$ cat src/sbc_params.svh
// Purpose: constants for the safe brake output control block
// Assumes: 125 MHz clock
// Notes:   times in ms, cycle counts derived
`ifndef SBC_PARAMS_SVH
`define SBC_PARAMS_SVH
`define SBC_CLK_HZ          125000000
`define SBC_CYC_PER_MS      (`SBC_CLK_HZ / 1000)
`define SBC_DELAY_MAX_MS    120000
`define SBC_DELAY_DEF_MS    20
`define SBC_CONTACT_NO      2'h1
`define SBC_CONTACT_NC      2'h2
`define SBC_NUM_BLOCKS      2
`define SBC_BLK_1POLE       1'h0
`define SBC_BLK_2POLE       1'h1
`endif

$ cat src/sbc_pkg.sv
// Purpose: types for the safe brake output control block
// Assumes: nothing
// Notes:   one config struct per brake block
package sbc_pkg;
    typedef logic [1:0] sbc_contact_t;
    typedef logic [16:0] sbc_ms_t;
    typedef struct packed {
        logic         pass_en;
        logic         fbk_en;
        sbc_contact_t contact;
        sbc_ms_t      ton_ms;
        sbc_ms_t      toff_ms;
    } sbc_cfg_s;
    typedef enum logic [1:0] {
        SBC_FB_IDLE  = 2'b00,
        SBC_FB_WAIT  = 2'b01,
        SBC_FB_FAULT = 2'b11
    } sbc_fb_e;
endpackage
$ cat src/sbc_brake_ctrl.sv
// Purpose: safe brake control, two blocks, with optional feedback check
// Assumes: all inputs synchronous to CLK; config static while running
// Notes:   block 0 may be 1-pole or 2-pole, block 1 is always 1-pole
`include "sbc_params.svh"

// Contract
// brake engages automatically whenever torque off state is active
// active brake function drives the assigned output to 0
// inactive brake function drives the assigned output to 1
// option, default off, passes drive brake request to safe output
// pass-through on and torque off: output 0, request ignored
// pass-through on and safe run: output follows drive request
// error-driven stop into torque off engages brake regardless of request
// optional feedback input, default off, behaviour set by configuration
// normally open: device returns 1 released, 0 applied
// normally closed: device returns 0 released, 1 applied
// contact type 1 is normally open, 2 is normally closed
// separate rise and fall feedback delays, 0 to 120000 ms, default 20
// at most two blocks: 1-pole plus 1-pole, or 2-pole plus 1-pole
// a 1-pole block drives a single-ended digital output
// a 2-pole block drives the two-terminal brake output
// feedback missing its level within the delay flags an error
module sbc_brake_ctrl
    import sbc_pkg::*;
#(
    parameter int      NUM_BLOCKS    = `SBC_NUM_BLOCKS,
    parameter logic    BLK0_TYPE     = `SBC_BLK_2POLE,
    parameter int      CYC_PER_MS    = `SBC_CYC_PER_MS
)(
    // clock and reset
    input  wire logic                 CLK,
    input  wire logic                 RST_N,
    // module state
    input  wire logic                 TORQUE_OFF_STATE,
    input  wire logic                 SAFE_RUN_STATE,
    input  wire logic                 CONTROLLED_STOP_ONE,
    // drive controller request, 1 = release
    input  wire logic                 DRIVE_RELEASE_REQ,
    // per block configuration and feedback
    input  wire sbc_cfg_s [1:0]       CFG,
    input  wire logic [1:0]           BRAKE_FEEDBACK_IN,
    // outputs
    output logic                      TWO_TERMINAL_BRAKE_OUT,
    output logic [1:0]                BRAKE_DRIVE_OUT,
    output logic [1:0]                FEEDBACK_ERROR,
    output logic                      ERROR_REACTION
);

    logic [1:0]    drive;
    logic [1:0]    next_drive;
    sbc_fb_e [1:0] fb_state;
    sbc_fb_e [1:0] next_fb_state;
    logic [16:0]   ms_cnt [1:0];
    logic [16:0]   next_ms_cnt [1:0];
    logic [16:0]   div_cnt [1:0];
    logic [16:0]   next_div_cnt [1:0];
    logic [1:0]    next_err;
    logic          next_two_term;
    logic [1:0]    next_out;
    logic          next_reaction;
    logic [1:0]    expect_fb;
    logic [1:0]    cfg_ok;

    // brake demand: 1 = release
    always_comb
    begin
        for (int i = 0; i < 2; i++)
        begin
            if (TORQUE_OFF_STATE || CONTROLLED_STOP_ONE)
                next_drive[i] = 1'h0;
            else if (CFG[i].pass_en && SAFE_RUN_STATE)
                next_drive[i] = DRIVE_RELEASE_REQ;
            else
                next_drive[i] = 1'h1;
            if (i >= NUM_BLOCKS)
                next_drive[i] = 1'h0;
        end
    end

    always_ff @(posedge CLK or negedge RST_N)
    begin
        if (!RST_N)
            drive <= 2'h0;
        else
            drive <= next_drive;
    end

    // feedback supervision
    always_comb
    begin
        for (int i = 0; i < 2; i++)
        begin
            cfg_ok[i] = (CFG[i].contact == `SBC_CONTACT_NO) ||
                        (CFG[i].contact == `SBC_CONTACT_NC);
            // released level 1 for normally open, 0 for normally closed
            expect_fb[i] = (CFG[i].contact == `SBC_CONTACT_NO) ? drive[i] : ~drive[i];
            next_fb_state[i] = fb_state[i];
            next_ms_cnt[i]   = ms_cnt[i];
            next_div_cnt[i]  = div_cnt[i];
            next_err[i]      = FEEDBACK_ERROR[i];
            if (!CFG[i].fbk_en || i >= NUM_BLOCKS)
            begin
                next_fb_state[i] = SBC_FB_IDLE;
                next_err[i]      = 1'h0;
            end
            else
            begin
                case (fb_state[i])
                    SBC_FB_IDLE:
                    begin
                        if (!cfg_ok[i])
                        begin
                            next_fb_state[i] = SBC_FB_FAULT;
                        end
                        else if (drive[i] != next_drive[i])
                        begin
                            next_fb_state[i] = SBC_FB_WAIT;
                            next_ms_cnt[i]   = 17'h0;
                            next_div_cnt[i]  = 17'h0;
                        end
                        else if (BRAKE_FEEDBACK_IN[i] != expect_fb[i])
                            next_fb_state[i] = SBC_FB_FAULT;
                    end
                    SBC_FB_WAIT:
                    begin
                        if (BRAKE_FEEDBACK_IN[i] == expect_fb[i])
                            next_fb_state[i] = SBC_FB_IDLE;
                        // rising delay when feedback is expected to go to 1
                        else if (ms_cnt[i] >= (expect_fb[i] ? CFG[i].ton_ms
                                                            : CFG[i].toff_ms))
                            next_fb_state[i] = SBC_FB_FAULT;
                        else if (div_cnt[i] == 17'(CYC_PER_MS - 1))
                        begin
                            next_div_cnt[i] = 17'h0;
                            next_ms_cnt[i]  = ms_cnt[i] + 17'h1;
                        end
                        else
                            next_div_cnt[i] = div_cnt[i] + 17'h1;
                        // a new change restarts the wait, never hides a fault
                        if (drive[i] != next_drive[i] && next_fb_state[i] != SBC_FB_FAULT)
                        begin
                            next_fb_state[i] = SBC_FB_WAIT;
                            next_ms_cnt[i]  = 17'h0;
                            next_div_cnt[i] = 17'h0;
                        end
                    end
                    SBC_FB_FAULT:
                        next_err[i] = 1'h1;
                    default:
                        next_fb_state[i] = SBC_FB_IDLE;
                endcase
                if (next_fb_state[i] == SBC_FB_FAULT)
                    next_err[i] = 1'h1;
            end
        end
    end

    always_ff @(posedge CLK or negedge RST_N)
    begin
        if (!RST_N)
        begin
            fb_state[0]    <= SBC_FB_IDLE;
            fb_state[1]    <= SBC_FB_IDLE;
            ms_cnt[0]      <= 17'h0;
            ms_cnt[1]      <= 17'h0;
            div_cnt[0]     <= 17'h0;
            div_cnt[1]     <= 17'h0;
            FEEDBACK_ERROR <= 2'h0;
        end
        else
        begin
            fb_state       <= next_fb_state;
            ms_cnt[0]      <= next_ms_cnt[0];
            ms_cnt[1]      <= next_ms_cnt[1];
            div_cnt[0]     <= next_div_cnt[0];
            div_cnt[1]     <= next_div_cnt[1];
            FEEDBACK_ERROR <= next_err;
        end
    end

    // output mapping
    always_comb
    begin
        if (BLK0_TYPE == `SBC_BLK_2POLE)
        begin
            next_two_term = drive[0];
            next_out      = {drive[1], 1'h0};
        end
        else
        begin
            next_two_term = 1'h0;
            next_out      = drive;
        end
        // reaction follows the registered error flags one cycle later
        next_reaction = |FEEDBACK_ERROR;
    end

    always_ff @(posedge CLK or negedge RST_N)
    begin
        if (!RST_N)
        begin
            TWO_TERMINAL_BRAKE_OUT <= 1'h0;
            BRAKE_DRIVE_OUT        <= 2'h0;
            ERROR_REACTION         <= 1'h0;
        end
        else
        begin
            TWO_TERMINAL_BRAKE_OUT <= next_two_term;
            BRAKE_DRIVE_OUT        <= next_out;
            ERROR_REACTION         <= next_reaction;
        end
    end
endmodule // sbc_brake_ctrl

$ cat config.mk
export PLATFORM = sky130hd
export DESIGN_NAME = sbc_brake_ctrl
export DESIGN_NICKNAME = d
export VERILOG_FILES = /design/src/sbc_pkg.sv /design/src/sbc_brake_ctrl.sv
export VERILOG_INCLUDE_DIRS = /design/src
export SDC_FILE = /design/constraint.sdc
export NUM_CORES = 1
export LEC_CHECK = 0
export ABC_AREA = 1
export BUFFER_PORTS_ARGS = -buffer_cell sky130_fd_sc_hd__buf_2
export CORE_MARGIN = 10
export CORE_UTILIZATION = 59
export CTS_CLUSTER_DIAMETER = 120
export DETAILED_ROUTE_END_ITERATION = 8
export PLACE_DENSITY = 0.81
export SYNTH_ARGS = -nofsm -noshare
export SYNTH_HDL_FRONTEND = slang
export SYNTH_SLANG_ARGS = --single-unit
$ cat constraint.sdc
create_clock -name CLK -period 4.2 [get_ports CLK]
set_input_delay 0.42 -clock CLK [delete_from_list [all_inputs] [get_ports CLK]]
set_output_delay 0.42 -clock CLK [all_outputs]
set_load 0.1 [all_outputs]
==> results.py <==
metrics = {
    "drt": {
        "dr_wl_met2_um": 7160,
        "drt_iter0_markers": 498,
        "viasPerCell": 5.36,
        "wl_per_cell_um": 13.3,
        "m1WireLength_um": 7290,
        "ant_nets": 0,
        "wl_met3_um": 696,
        "first_pass_iters": 5,
        "wl_um": 15300,
        "maxUsedRoutingLayer": "met4",
        "vias": 6177,
        "drc": 0,
    },
    "critical_path": {
        "critPathMaxStageDelay_ns": 0.53,
        "crit_top_cell": "nand2_1",
        "crit_path_max_fanout": 20,
        "worstPathCellList": "inv_2, nand2_2, nand2_8, mux2i_1, ha_1, nand2_1, inv_1, nand2_1, nor2_1, nand2_1, nand3_1, nor2_2, nand3_2, nand3_2, nand2_2, a21oi_4, nand2_1, nand2_1",
        "slowest_stage": "a21oi_4",
        "arrival_ns": 3.50,
        "path_class": "flip-flop to flip-flop",
        "crit_path_start_kind": "flip-flop",
        "required_ns": 4.47,
        "endpoint_kind": "flip-flop",
        "cp_top_family": "simple AND/OR/NAND/NOR gates",
        "crit_buf_inv": 2,
    },
    "run": {
        "cap_viol_max_count": 0,
    },
    "global_routing": {
        "grt.overflow.total": 0,
        "grt_pass1_wl_um": 26800,
        "grt_pass1_vias": 5880,
        "grt_max_degree": 80,
        "antenna_found_initial": 0,
        "grt_util_all_layers_pct": 19.3,
    },
    "timing": {
        "rsz0062_at_grt": "false",
        "timing.final.crit_share_pct": 77.0,
        "fmax_mhz": 309,
        "hold_viol_final": 0,
        "setup-tns-final_ns": 0,
        "slew_viol_final": 0,
        "hold_ws_ns": 0.251,
        "relSlewSlack_pct": 34.7,
        "finalSetupViolCount": 0,
        "clock_skew_ns": 0.0125,
        "period_minus_slack_ns": 3.23,
        "worst_pin_slew_ns": 0.979,
    },
    "logic_synthesis": {
        "yosys_warnings": 0,
        "ys_ff_latch": 79,
        "synth_edf_count": 0,
        "synthCells": 933,
        "syn_area_mm2": 0.00663,
        "synthFlopType": "dfrtp_1",
        "synth_nets": 1057,
        "avgSynthCellArea_um2": 7.11,
        "synth_cell_type_count": 49,
        "async_flop_share_pct": 100,
        "ys_seq_area_share_pct": 29.8,
    },
    "clock_network": {
        "cts-buffers-inserted": 9,
        "clockBufferDepth": 2,
        "h-tree-depth": 3,
        "postCtsSetupBuffers": 0,
        "cts_root_buf": "clkbuf_16",
        "tritoncts": "done",
        "cts_resized": 0,
        "clock_sinks": 79,
        "insertion_delay_ns": 0.34,
        "hold_buffers": 0,
        "clk_pin_slew_worst_paths_ns": 0.07,
    },
    "power_and_ir_drop": {
        "power.density_mw_per_mm2": 307,
        "switchingPower_uw": 854,
        "sw_frac_of_total_pct": 37.7,
        "p_int_uw": 1410,
        "irDropWorstVdd_v": 0.000220,
        "p_leak_uw": 0.00382,
        "combinationalPowerShare_pct": 28.9,
        "clkPwrFrac_pct": 33.5,
        "share_seq_of_total_power_pct": 37.5,
    },
    "final_layout": {
        "diodes": 0,
        "fillers": 1001,
        "nets": 1131,
        "drive_above_1_share_pct": 16.3,
        "layout_commonest_cell": "nand2_1",
        "area_delta_synth_final_pct": 11.2,
        "final_cell_mix": "294 x nand2_1, 93 x inv_1, 93 x nor2_1, 87 x buf_2, 79 x dfrtp_1",
        "final_util_pct": 67.5,
    },
    "hold_path": {
        "hold_path_class": "primary input to asynchronous set/reset pin",
    },
    "run_status": {
        "status": "finished, final reports clean",
    },
    "die": {
        "die_area_mm2": 0.0159,
        "start_util_pct": 60.7,
        "die_w_um": 126,
        "core_area_mm2": 0.0109,
        "fp.dieH_um": 126,
        "pin_count": 90,
        "rows": 38,
    },
    "place": {
        "dp_hpwl_um": 11200,
        "gp_congestion": 0.900,
        "io_buffer_count": 88,
    },
}
==> layout make-up <==
class | count | area [um^2] | share of cell area [%]
Sequential cell | 79 | 1980 | 26.8
Tap cell | 140 | 175 | 2.37
Clock inverter | 6 | 43.8 | 0.594
Clock buffer | 10 | 239 | 3.24
Multi-Input combinational cell | 722 | 4090 | 55.4
Timing Repair Buffer | 91 | 465 | 6.31
Inverter | 104 | 390 | 5.29
==> cell usage after synthesis, types with 2 or more instances <==
master | number | area share, %
a21o_1 | 6 | 0.68
o21a_1 | 2 | 0.23
xor2_1 | 28 | 3.7
nand2_1 | 294 | 17
xnor2_1 | 11 | 1.5
o21ai_2 | 17 | 2.2
mux2i_1 | 32 | 4.8
dfrtp_1 | 79 | 30
nor3_1 | 10 | 0.75
mux2_2 | 2 | 0.34
or2_2 | 3 | 0.28
nand2_8 | 2 | 0.60
buf_1 | 2 | 0.11
a21oi_4 | 2 | 0.49
xor2_2 | 2 | 0.49
a21oi_1 | 13 | 0.98
nand2_4 | 2 | 0.34
o21ai_0 | 30 | 2.3
nand4_1 | 37 | 3.5
buf_6 | 8 | 1.4
nand3b_1 | 7 | 0.79
buf_2 | 9 | 0.68
nor4_1 | 7 | 0.66
nand3_2 | 2 | 0.30
a31oi_1 | 3 | 0.28
inv_1 | 93 | 5.3
nand2_2 | 7 | 0.66
inv_2 | 10 | 0.57
nor2_1 | 94 | 5.3
nand3_1 | 52 | 3.9
nor2_2 | 3 | 0.28
ha_1 | 40 | 7.5
clkbuf_1 | 8 | 0.45
==> power by group through the flow <==
stage,clock network (uW),registers (uW),logic [uW]
global placement,0,864,639
CTS,764,850,657
finish,759,850,655
detailed placement,0,864,653
floorplan,0,927,445
global route,792,856,742
==> layer usage <==
layer	up-vias	track usage (%)
met5	-	0
met2	162	31.9
met1	2834	25.8
met3	13	2.64
li1	3168	-
met4	0	5.22
==> through the flow <==
step	setup WS, ns	total power (uW)	cells	cell area [um^2]
floorplan	0.982	1370	933	6630
global placement	0.801	1500	1136	7100
detailed placement	0.705	1520	1136	7100
CTS	0.916	2270	1152	7380
global route	0.580	2390	1152	7380
finish	0.966	2260	1152	7380
==> logic make-up after synthesis <==
group,count (synthesis),share of synthesized area [%]
buf+inv,132,8.60
compound gates,82,8.38
xor+xnor,42,6.06
fa+ha+maj,40,7.55
mux,34,5.17
other cells,1,0.0565
flops,79,29.8
simple gates,523,34.4
==> sequential cells by signal (all words and copies together), names as in the netlist <==
signal and count:
drive 2, BRAKE_DRIVE_OUT 1, TWO_TERMINAL_BRAKE_OUT 1, FEEDBACK_ERROR 2, ms_cnt 34, ERROR_REACTION 1
div_cnt 34, fb_state 4
==> path summary, 6_finish.rpt <==
path / from / depth (start not counted) / slack [ns] / to
hold / removal: RST_N / 1 / 0.25 / div_cnt[4]$_DFFE_PN0P_
setup / recovery: drive[1]$_DFF_PN0_ / 18 / 0.97 / ms_cnt[25]$_DFFE_PN0P_
max in group asynchronous: RST_N / 1 / 3.32 / FEEDBACK_ERROR[0]$_DFFE_PN0P_
min in group CLK: CFG[74] / 3 / 0.32 / FEEDBACK_ERROR[1]$_DFFE_PN0P_
hold reg to reg: drive[0]$_DFF_PN0_ / 0 / 0.44 / TWO_TERMINAL_BRAKE_OUT$_DFF_PN0_
setup reg to reg: drive[1]$_DFF_PN0_ / 18 / 0.97 / ms_cnt[25]$_DFFE_PN0P_
(Power assumes the default switching activity.)
